## config.mk

```make
export PLATFORM = sky130hd
export DESIGN_NAME = toc_timer_top
export DESIGN_NICKNAME = d
export VERILOG_FILES = /design/src/toc_pkg.sv /design/src/toc_edge_filter.sv /design/src/toc_prescaler.sv /design/src/toc_timer_top.sv
export SDC_FILE = /design/constraint.sdc
export NUM_CORES = 1
export LEC_CHECK = 0
export BUFFER_PORTS_ARGS = -buffer_cell sky130_fd_sc_hd__buf_2
export CAP_MARGIN = 20
export CORE_UTILIZATION = 35
export CTS_CLUSTER_SIZE = 16
export DETAILED_ROUTE_END_ITERATION = 12
export GPL_ROUTABILITY_DRIVEN = 0
export GPL_TIMING_DRIVEN = 0
export SYNTH_ARGS = -nofsm -noshare
export SYNTH_HDL_FRONTEND = slang
export SYNTH_HIERARCHICAL = 1
export SYNTH_SLANG_ARGS = --single-unit
```

## constraint.sdc

```tcl
create_clock -name CLOCK -period 3.4 [get_ports CLOCK]
set_clock_uncertainty 0.1 [all_clocks]
set_input_delay 0.85 -clock CLOCK [delete_from_list [all_inputs] [get_ports CLOCK]]
set_output_delay 0.85 -clock CLOCK [all_outputs]
set_load 0.05 [all_outputs]
```

## src/toc_pkg.sv

```systemverilog
package toc_pkg;

    // ==========================================================
    // register map (byte addresses, low eight address bits)
    localparam logic [7:0] OFS_CTRL = 8'h00;
    localparam logic [7:0] OFS_PRESCALE = 8'h04;
    localparam logic [7:0] OFS_OUTCTRL = 8'h08;
    localparam logic [7:0] OFS_COUNT = 8'h0c;
    localparam logic [7:0] OFS_CAPTURE = 8'h10;
    localparam logic [7:0] OFS_STATUS = 8'h14;

    // ==========================================================
    // timer_output_control field positions
    localparam int OC_ENABLE = 0;
    localparam int OC_SET = 1;
    localparam int OC_RESET = 2;
    localparam int OC_TRIG = 3;

    // ==========================================================
    // status field positions
    localparam int ST_OUT_LEVEL = 0;
    localparam int ST_TRIG_PEND = 1;
    localparam int ST_PIN_LEVEL = 2;

    // ==========================================================
    // types
    typedef enum logic [1:0] {
        EDGE_FALL = 2'b00,
        EDGE_RISE = 2'b01,
        EDGE_NONE = 2'b10,
        EDGE_BOTH = 2'b11
    } toc_edge_t;

    typedef enum logic [1:0] {
        BUS_IDLE = 2'b00,
        BUS_WRITE = 2'b01,
        BUS_READ_WAIT = 2'b10,
        BUS_READ_DONE = 2'b11
    } toc_bus_t;

    typedef struct packed {
        logic pin_clear;
        logic pin_capture;
        logic pin_count;
        logic oneshot_mode;
        logic run;
    } toc_ctrl_t;

    typedef struct packed {
        toc_edge_t edge_sel;
        logic [1:0] div_sel;
    } toc_presc_t;

    // ==========================================================
    // reset values and counts
    localparam logic [4:0] CTRL_RESET = 5'h00;
    localparam logic [3:0] PRESC_RESET = 4'h0;
    localparam logic [15:0] COUNT_RESET = 16'h0000;
    localparam logic [15:0] COUNT_MAX = 16'hffff;
    localparam logic [7:0] PRESC_RESET_CNT = 8'h00;
    // divide masks for div_sel 0..3: /1, /4, /16, /64
    localparam logic [31:0] DIV_MASKS = 32'h3f0f0300;

endpackage : toc_pkg

```

## src/toc_edge_filter.sv

```systemverilog
`timescale 1ns/1ps

module toc_edge_filter
    import toc_pkg::*;
(
    input wire logic clk,
    input wire logic rstn,
    input wire logic run,
    input wire logic sample,
    input wire logic pin,
    input toc_edge_t edge_sel,
    output logic level,
    output logic edge_pulse
);

    // ==========================================================
    // two-sample filter
    logic last;
    logic rise;

    assign rise = pin & ~level;

    // frozen while stopped: the held level is compared on restart, so a
    // pin that moved during the stop shows up as an edge at enable
    always_ff @(posedge clk or negedge rstn) begin
        if (!rstn) begin
            last <= 1'b0;
            level <= 1'b0;
            edge_pulse <= 1'b0;
        end else begin
            edge_pulse <= 1'b0;
            if (run && sample) begin
                last <= pin;
                if (last == pin && pin != level) begin
                    level <= pin;
                    unique case (edge_sel)
                        EDGE_FALL: edge_pulse <= ~rise;
                        EDGE_RISE: edge_pulse <= rise;
                        EDGE_NONE: edge_pulse <= 1'b0;
                        EDGE_BOTH: edge_pulse <= 1'b1;
                    endcase
                end
            end
        end
    end

    property p_edge_needs_two_samples;
        @(posedge clk) disable iff (!rstn)
        edge_pulse |-> (level != $past(level)) && (level == $past(last));
    endproperty
    a_edge_needs_two_samples: assert property (p_edge_needs_two_samples)
        else $error("edge reported without two equal samples");

endmodule : toc_edge_filter

```

## src/toc_prescaler.sv

```systemverilog
`timescale 1ns/1ps

module toc_prescaler
    import toc_pkg::*;
(
    input wire logic clk,
    input wire logic rstn,
    input wire logic run,
    input wire logic [1:0] div_sel,
    output logic tick
);

    // ==========================================================
    // divider
    logic [7:0] cnt;
    logic [7:0] mask;

    assign mask = DIV_MASKS[{div_sel, 3'b000} +: 8];

    // held in reset while stopped so every start has the same phase
    always_ff @(posedge clk or negedge rstn) begin
        if (!rstn) begin
            cnt <= PRESC_RESET_CNT;
            tick <= 1'b0;
        end else if (!run) begin
            cnt <= PRESC_RESET_CNT;
            tick <= 1'b0;
        end else begin
            cnt <= cnt + 8'h01;
            tick <= ((cnt & mask) == mask);
        end
    end

endmodule : toc_prescaler

```

## src/toc_timer_top.sv

```systemverilog
// What this block does
// - level-set and level-reset bits always read back as zero.
// - one-shot trigger bit clears itself and reads back as zero.
// - pin high after reset gives a rising edge at first enable.
// - pin fell while stopped gives a falling edge at enable.
// - pin rose while stopped gives a rising edge at enable.
// - filter samples on base clock for counting, count clock for capture.
// - capture needs the new level on two successive samples.
//
// Our own choices: the AHB-Lite interface to the registers and the register offsets.
`timescale 1ns/1ps

module toc_timer_top
    import toc_pkg::*;
(
    input wire logic CLOCK,
    input wire logic RSTN,
    input wire logic HSEL,
    input wire logic [31:0] HADDR,
    input wire logic [1:0] HTRANS,
    input wire logic HWRITE,
    input wire logic [2:0] HSIZE,
    input wire logic [31:0] HWDATA,
    input wire logic HREADY,
    output logic [31:0] HRDATA,
    output logic HREADYOUT,
    output logic HRESP,
    input wire logic TIMER_INPUT_PIN0,
    output logic TIMER_OUT
);

    // ==========================================================
    // bus slave
    toc_bus_t bus_state;
    toc_bus_t next_bus_state;
    logic [7:0] bus_addr;
    logic accept;

    // hsize is not decoded: only whole-word transfers are supported
    assign accept = HSEL & HTRANS[1] & HREADY;
    assign HREADYOUT = (bus_state != BUS_READ_WAIT);
    assign HRESP = 1'b0;

    always_comb begin
        next_bus_state = BUS_IDLE;
        unique case (bus_state)
            BUS_READ_WAIT: next_bus_state = BUS_READ_DONE;
            BUS_IDLE, BUS_WRITE, BUS_READ_DONE: begin
                if (accept) begin
                    next_bus_state = HWRITE ? BUS_WRITE : BUS_READ_WAIT;
                end
            end
        endcase
    end

    always_ff @(posedge CLOCK or negedge RSTN) begin
        if (!RSTN) begin
            bus_state <= BUS_IDLE;
        end else begin
            bus_state <= next_bus_state;
        end
    end

    always_ff @(posedge CLOCK or negedge RSTN) begin
        if (!RSTN) begin
            bus_addr <= 8'h00;
        end else if (accept) begin
            bus_addr <= HADDR[7:0];
        end
    end

    // ==========================================================
    // register state
    toc_ctrl_t ctrl;
    toc_presc_t presc;
    logic out_enable;
    logic out_ff;
    logic trig_pend;
    logic [15:0] count;
    logic [15:0] capture;
    logic wr_ctrl;
    logic wr_presc;
    logic wr_oc;
    logic oc_set;
    logic oc_reset;
    logic trig_write;

    assign wr_ctrl = (bus_state == BUS_WRITE) && (bus_addr == OFS_CTRL);
    assign wr_presc = (bus_state == BUS_WRITE) && (bus_addr == OFS_PRESCALE);
    assign wr_oc = (bus_state == BUS_WRITE) && (bus_addr == OFS_OUTCTRL);
    assign oc_set = wr_oc & HWDATA[OC_SET];
    assign oc_reset = wr_oc & HWDATA[OC_RESET];
    // a trigger outside a running one-shot setup is dropped
    assign trig_write = wr_oc & HWDATA[OC_TRIG] & ctrl.oneshot_mode & ctrl.run;

    always_ff @(posedge CLOCK or negedge RSTN) begin
        if (!RSTN) begin
            ctrl <= toc_ctrl_t'(CTRL_RESET);
        end else if (wr_ctrl) begin
            ctrl <= toc_ctrl_t'(HWDATA[4:0]);
        end
    end

    // taken as written; changing it while running is software's hazard
    always_ff @(posedge CLOCK or negedge RSTN) begin
        if (!RSTN) begin
            presc <= toc_presc_t'(PRESC_RESET);
        end else if (wr_presc) begin
            presc <= toc_presc_t'(HWDATA[3:0]);
        end
    end

    always_ff @(posedge CLOCK or negedge RSTN) begin
        if (!RSTN) begin
            out_enable <= 1'b0;
        end else if (wr_oc) begin
            out_enable <= HWDATA[OC_ENABLE];
        end
    end

    // ==========================================================
    // count clock and pin filter
    logic presc_tick;
    logic filt_sample;
    logic filt_level;
    logic filt_edge;
    logic count_tick;
    logic trig_take;

    toc_prescaler u_prescaler (
        .clk(CLOCK),
        .rstn(RSTN),
        .run(ctrl.run),
        .div_sel(presc.div_sel),
        .tick(presc_tick)
    );

    // counting on the pin wants every base clock; capture uses the slower
    // count clock, which rejects more noise but adds latency
    assign filt_sample = ctrl.pin_count ? 1'b1 : presc_tick;

    toc_edge_filter u_edge_filter (
        .clk(CLOCK),
        .rstn(RSTN),
        .run(ctrl.run),
        .sample(filt_sample),
        .pin(TIMER_INPUT_PIN0),
        .edge_sel(presc.edge_sel),
        .level(filt_level),
        .edge_pulse(filt_edge)
    );

    assign count_tick = ctrl.pin_count ? filt_edge : presc_tick;
    assign trig_take = trig_pend & presc_tick;

    // ==========================================================
    // one-shot trigger: held until the next count clock, read back only through the status register
    always_ff @(posedge CLOCK or negedge RSTN) begin
        if (!RSTN) begin
            trig_pend <= 1'b0;
        end else if (trig_write) begin
            trig_pend <= 1'b1;
        end else if (presc_tick) begin
            trig_pend <= 1'b0;
        end
    end

    // ==========================================================
    // counter and capture
    always_ff @(posedge CLOCK or negedge RSTN) begin
        if (!RSTN) begin
            count <= COUNT_RESET;
        end else if (!ctrl.run) begin
            count <= COUNT_RESET;
        end else if (trig_take || (ctrl.pin_clear && !ctrl.pin_count && filt_edge)) begin
            count <= COUNT_RESET;
        end else if (count_tick) begin
            count <= count + 16'h0001;
        end
    end

    always_ff @(posedge CLOCK or negedge RSTN) begin
        if (!RSTN) begin
            capture <= COUNT_RESET;
        end else if (ctrl.run && ctrl.pin_capture && !ctrl.pin_count && filt_edge) begin
            capture <= count;
        end
    end

    // ==========================================================
    // output flip-flop: a set or reset write wins over the one-shot sequence, unless both bits are written together
    always_ff @(posedge CLOCK or negedge RSTN) begin
        if (!RSTN) begin
            out_ff <= 1'b0;
        end else if (oc_set && !oc_reset) begin
            out_ff <= 1'b1;
        end else if (oc_reset && !oc_set) begin
            out_ff <= 1'b0;
        end else if (ctrl.oneshot_mode && trig_take) begin
            out_ff <= 1'b1;
        end else if (ctrl.oneshot_mode && count_tick && count == COUNT_MAX) begin
            out_ff <= 1'b0;
        end
    end

    always_ff @(posedge CLOCK or negedge RSTN) begin
        if (!RSTN) begin
            TIMER_OUT <= 1'b0;
        end else begin
            TIMER_OUT <= out_enable & out_ff;
        end
    end

    // ==========================================================
    // read data, loaded in the wait cycle so earlier writes are visible
    logic [31:0] rd_mux;

    always_comb begin
        rd_mux = 32'h0000_0000;
        unique case (bus_addr)
            OFS_CTRL: rd_mux[4:0] = ctrl;
            OFS_PRESCALE: rd_mux[3:0] = presc;
            OFS_OUTCTRL: rd_mux[OC_ENABLE] = out_enable;
            OFS_COUNT: rd_mux[15:0] = count;
            OFS_CAPTURE: rd_mux[15:0] = capture;
            OFS_STATUS: begin
                rd_mux[ST_OUT_LEVEL] = out_ff;
                rd_mux[ST_TRIG_PEND] = trig_pend;
                rd_mux[ST_PIN_LEVEL] = filt_level;
            end
            default: rd_mux = 32'h0000_0000;
        endcase
    end

    always_ff @(posedge CLOCK or negedge RSTN) begin
        if (!RSTN) begin
            HRDATA <= 32'h0000_0000;
        end else if (bus_state == BUS_READ_WAIT) begin
            HRDATA <= rd_mux;
        end
    end

    // ==========================================================
    // checks
    property p_oc_reads_zero;
        @(posedge CLOCK) disable iff (!RSTN)
        (bus_state == BUS_READ_WAIT && bus_addr == OFS_OUTCTRL)
            |=> HREADYOUT && HRDATA[OC_TRIG:OC_SET] == 3'h0;
    endproperty
    a_oc_reads_zero: assert property (p_oc_reads_zero)
        else $error("output control read returned nonzero write-only bits");

    property p_trig_clears;
        @(posedge CLOCK) disable iff (!RSTN)
        (trig_pend && presc_tick && !trig_write) |=> !trig_pend;
    endproperty
    a_trig_clears: assert property (p_trig_clears)
        else $error("one-shot trigger did not clear after its count clock");

    property p_trig_only_oneshot;
        @(posedge CLOCK) disable iff (!RSTN)
        (!trig_pend && !ctrl.oneshot_mode) |=> !trig_pend;
    endproperty
    a_trig_only_oneshot: assert property (p_trig_only_oneshot)
        else $error("trigger accepted outside one-shot mode");

    property p_level_set;
        @(posedge CLOCK) disable iff (!RSTN)
        (oc_set && !oc_reset && HWDATA[OC_ENABLE]) |=> out_ff ##1 TIMER_OUT;
    endproperty
    a_level_set: assert property (p_level_set)
        else $error("level set did not drive the output high");

    property p_level_reset;
        @(posedge CLOCK) disable iff (!RSTN)
        (oc_reset && !oc_set) |=> !out_ff ##1 !TIMER_OUT;
    endproperty
    a_level_reset: assert property (p_level_reset)
        else $error("level reset did not drive the output low");

    property p_fast_sampling;
        @(posedge CLOCK) disable iff (!RSTN)
        (ctrl.run && ctrl.pin_count && TIMER_INPUT_PIN0 && !filt_level) [*2] |=> filt_level;
    endproperty
    a_fast_sampling: assert property (p_fast_sampling)
        else $error("pin count mode did not filter on the base clock");

    property p_slow_sampling;
        @(posedge CLOCK) disable iff (!RSTN)
        (!ctrl.pin_count && !presc_tick) |=> $stable(filt_level) && !filt_edge;
    endproperty
    a_slow_sampling: assert property (p_slow_sampling)
        else $error("capture filter moved without a count clock");

    property p_rise_at_enable;
        @(posedge CLOCK) disable iff (!RSTN)
        ($rose(ctrl.run) && ctrl.pin_count && presc.edge_sel == EDGE_RISE
            && TIMER_INPUT_PIN0 && !filt_level)
            ##1 (ctrl.run && ctrl.pin_count && TIMER_INPUT_PIN0) |-> ##[0:1] filt_edge;
    endproperty
    a_rise_at_enable: assert property (p_rise_at_enable)
        else $error("rising edge not detected at enable");

    property p_fall_at_enable;
        @(posedge CLOCK) disable iff (!RSTN)
        ($rose(ctrl.run) && ctrl.pin_count && presc.edge_sel == EDGE_FALL
            && !TIMER_INPUT_PIN0 && filt_level)
            ##1 (ctrl.run && ctrl.pin_count && !TIMER_INPUT_PIN0) |-> ##[0:1] filt_edge;
    endproperty
    a_fall_at_enable: assert property (p_fall_at_enable)
        else $error("falling edge not detected at enable");

endmodule : toc_timer_top
```

Word level (Yosys, flattened, before mapping)
Cells that the tools add are included.
- bits in registers: 83
- input port bits: 75
- word-level logic and storage cells: 104
- add/sub/neg operators: 2
- equality and inequality tests: 17
- shift operators: 1
- muxes and demuxes: 24
- bitwise logic cells: 13
- reductions and logical operators: 26
- operators with widths (cell ; count):
    16-bit two-way mux ; 3
    32-bit by 6-bit variable part select with 8-bit output, first input constant ; 1
    11-bit one-hot mux with 2 select lines ; 1
    16-bit by 1-bit adder with 16-bit output, second input constant ; 1
    16-bit equality test, second input constant ; 1
    8-bit by 4-bit equality test with 1-bit output, second input constant ; 2
    8-bit by 5-bit equality test with 1-bit output, second input constant ; 2
    1-bit logical AND ; 15
    1-bit two-way mux ; 11
    1-bit AND ; 10
    2-bit one-hot mux with 5 select lines ; 1
    8-bit by 1-bit adder with 8-bit output, second input constant ; 1
    8-bit AND ; 1
    2-bit equality test, second input constant ; 4
    8-bit by 3-bit equality test with 1-bit output, second input constant ; 1
    8-bit equality test ; 1
    8-bit logical NOT ; 1
    8-bit two-way mux ; 1
    1-bit one-hot mux with 4 select lines ; 2
    1-bit one-hot mux with 6 select lines ; 1
    2-bit by 1-bit equality test with 1-bit output, second input constant ; 2
    2-bit logical NOT ; 2
    2-bit two-way mux ; 2
    2-bit one-hot mux with 2 select lines ; 1
    12 further kinds ; 15

Logic depth before layout (Yosys ltp)
- word-level depth: 7
- depth in mapped cells: 7

Hierarchy
Netlist, hierarchy kept.
- by module, submodules not included (module ; instances ; cells each ; area each (sq um)):
    toc_timer_top ; 1 ; 299 ; 3448.3
    toc_prescaler ; 1 ; 28 ; 316.6
    toc_edge_filter ; 1 ; 16 ; 167.7

Least setup slack after synthesis
OpenSTA, ideal clock, no wires.
- kind: register to output
- start: register bus_state[1]
- end: output port HREADYOUT
- arrival time: 1.378 ns
- data required time: 2.450 ns
- slack: 1.072 ns
- stages on the path, launching flop included: 5
- path buffers: 2
- cell sequence: dfrtp_1 -> nor2b_1 -> buf_2 -> clkinv_1 -> clkbuf_1
- cells in the longest elaborated chain, start to end: 1
- ends and longest elaborated chain (item ; line ; source):
    start: declaration ; toc_timer_top.sv:34 ; toc_bus_t bus_state;
    start signal: assignment ; toc_timer_top.sv:60 ; bus_state <= next_bus_state;
    2-bit inequality test ; toc_timer_top.sv:41 ; assign HREADYOUT = (bus_state != BUS_READ_WAIT);
    end: declaration ; toc_timer_top.sv:26 ; output logic HREADYOUT,
Every way passes these cells.

Worst setup path after layout
- start: register bus_state[0]
- end: output port HREADYOUT
Same word-level chain as after synthesis.

==> impl_metrics.ini <==
[clock_network]
post-cts-setup-buffer-count = 0
clockRootBuffer = clkbuf_8
cts_buffers = 9
clk_pin_slew_ps = 90
clkLatencyLatePin_ps = 350
htree_levels = 3
postCtsHoldBufs = 0
cts_sinks = 81
post_cts_resized = 0
clk_path_buf_depth = 2
cts_tree = built

[finish]
area_growth_pct = 17.88
fill_cells = 1054
diodes = 0
drive_above_1_share_pct = 31.48
regArea_mm2 = 0.002027
finish.utilization_pct = 42.58
final_nets = 488
stdcell_area_mm2 = 0.004636
multi_input_area_mm2 = 0.001749

[pwr]
power_per_cell_area_mw_per_mm2 = 659.3
p_leak_uw = 0.002186
ir_drop_mv = 0.3556

[sta]
finalSetupViolCount = 0
fmax_mhz = 330.5
finalHoldViolCount = 0
fin_crit_ps = 3026
slew_violations = 0
rsz0062_at_grt = no
tightest_slew_ps = 503.8
setup_ws_ps = 374.2
max_slew_margin_pct = 66.41
period_share_pct = 88.99
fin_setup_tns_ps = 0
fin_hold_ws_ps = 284.9

[synthesis]
synth-edff-count = 0
async_flop_share_pct = 100.0
yosys.area_share.xor_xnor_pct = 2.895
synth_cell_types = 53
synthMuxAreaShare_pct = 13.43
synthesis.instances = 343
avgSynthCellArea_um2 = 11.47
synth_top_family_by_area = simple AND/OR/NAND/NOR gates
synth_fa_ha_area_share_pct = 1.591
synth-compound-area-share_pct = 8.495
synth.ff_latch_count = 81
synth_ff_type = dfrtp_1
yosysWarnings = 6
synth_area_mm2 = 0.003933
ys_seq_area_share_pct = 51.54
yosys.area_share.simple_pct = 16.45

[critical_path]
max_stage_delay_ps = 390
cp.required_ps = 2450
crit_start = bus_state[0]$_DFF_PN0_
crit_top_cell = buf_2
worstSetupPathDepth = 5
regToRegSetupSlack_ps = 1010
worstReg2RegEnd = out_ff$_DFFE_PN0P_
r2r_start = bus_addr[1]$_DFFE_PN0N_
startpoint_type = register
crit_fanout = 10
cp-endpoint = HREADYOUT
arrival_ps = 2080
critical-path-slowest-cell = dfrtp_1
reg2regPathDepth = 7
path_delay_family = buffers and inverters
end_kind = output port
crit_type = reg -> out
crit_buf_inv = 4
crit_chain = nor2b_1 -> buf_2 -> clkinv_1 -> clkbuf_1 -> buf_2

[placement]
dpl.hpwl_mm = 5.740
numPortBuffers = 37
dp_slack_ps = 736.7
placed_area_mm2 = 0.004383

[detailed_routing]
dr_total_vias = 2775
dr.pass1.iters = 4
detail_route.wl_per_cell_um = 14.54
first_iter_violations = 109
via_per_inst = 5.018
ant_nets = 0
wirelength_mm = 8.039
drc = 0

[die]
rows = 38
die_h_um = 108
start_util_pct = 36.12
dieArea_mm2 = 0.01166
ios = 110
core-area_mm2 = 0.01089
chipWidth_um = 108

[run_status]
status = finished clean

[hold_path]
hold_path.class = in -> async

[global_routing]
grt_pass1_wl_mm = 13.74
first_global_vias = 2760
antenna_found_initial = 0
grt_max_degree = 61
grtUsageTotal_pct = 15.46
grt_remaining_overflow = 0

[flow_run]
maxCapViolations = 0
state kept, by name, summed over array words and instances (netlist names), 2 cells and up:
| name | cells |
|---|---|
| HRDATA | 16 |
| presc | 4 |
| bus_state | 2 |
| u_prescaler/cnt | 6 |
| capture | 16 |
| count | 16 |
| bus_addr | 8 |
| ctrl | 5 |
how the worst min path moves through the flow:
| stage | from | to | slack (ps) | cells past startpoint |
|---|---|---|---|---|
| 6_report | RSTN | u_prescaler/cnt[0]$_DFF_PN0_ | 280 | 1 |
| 5_1_grt | RSTN | u_prescaler/cnt[0]$_DFF_PN0_ | 290 | 1 |
| 4_1_cts | RSTN | u_prescaler/cnt[0]$_DFF_PN0_ | 280 | 1 |
| 3_5_place_dp | capture[8]$_DFFE_PN0P_ | capture[8]$_DFFE_PN0P_ | 370 | 2 |
| 3_3_place_gp | HRDATA[3]$_DFFE_PN0N_ | HRDATA[3]$_DFFE_PN0N_ | 370 | 1 |
| 2_1_floorplan | capture[8]$_DFFE_PN0P_ | capture[8]$_DFFE_PN0P_ | 350 | 2 |
worst register-to-register path, delay by kind of cell (launching register included):
family / cells / cell delay (ps)
AO/OA/AOI/OAI: 1 / 80
flip-flops: 1 / 410
AND/OR/NAND/NOR: 4 / 1040
adder cells (fa/ha/maj): 1 / 320
multiplexers: 1 / 350
layout make-up:
cell class | count | area share [%]
Clock buffer | 10 | 2.969
Sequential cell | 81 | 43.72
Buffer | 28 | 4.184
Multi-Input combinational cell | 244 | 37.73
Tap cell | 140 | 3.779
Timing Repair Buffer | 38 | 4.642
Inverter | 6 | 0.4858
Clock inverter | 6 | 2.483
cells in the final DEF, fill, tap and decap left out, drive strengths merged, types with 2 or more instances in the layout:
cell	instances
a21oi	11
a221oi	13
and2	9
and3	3
and4	3
buf	63
bufinv	3
clkbuf	13
clkinv	3
conb	17
dfrtp	81
ha	5
inv	5
mux2	39
mux2i	4
mux4	2
nand2	14
nand3	14
nand3b	3
nand4	9
nor2	39
nor2b	2
nor3	5
o21ai	14
or3	8
xnor2	5
xor2	8
through the flow:
step / instances / power (uW)
2_1_floorplan: 359 / 1975
3_3_place_gp: 536 / 2203
3_5_place_dp: 537 / 2225
4_1_cts: 553 / 3099
5_1_grt: 553 / 3236
6_report: 553 / 3057
power breakdown:
group | total (uW) | internal [uW] | switching (uW)
registers | 1250 | 1120 | 128
logic | 940 | 290 | 650
clock network | 864 | 510 | 354
total | 3060 | 1920 | 1130
layer usage:
layer  GRT usage, %  routed length (um)
met2          24.80                3718
met1          20.46                3852
met5              0                   0
met4          5.479                 107
met3          3.556                 360
synth_stat cells (7+ instances only):
library cell	n	area, um2
nand2_1	14	52.55
xor2_1	8	70.07
a221oi_1	13	113.9
a21oi_1	11	55.05
dfrtp_1	81	2027
o21ai_0	14	70.07
mux2_2	37	416.7
buf_2	7	35.03
and2_1	9	56.30
buf_4	17	127.6
or3_1	8	50.05
nand3_1	14	70.07
nor2_1	38	142.6
kinds of logic (layout without fill, tap and decap cells):
| family | after synthesis | in the layout |
|---|---|---|
| multiplexers | 45 | 45 |
| flip-flops | 81 | 81 |
| XOR/XNOR | 13 | 13 |
| adder cells (fa/ha/maj) | 5 | 5 |
| AO/OA/AOI/OAI | 49 | 49 |
| buffers and inverters | 34 | 88 |
| AND/OR/NAND/NOR | 115 | 115 |
| other | 1 | 17 |
No activity file was read; power rests on OpenSTA's default activity.
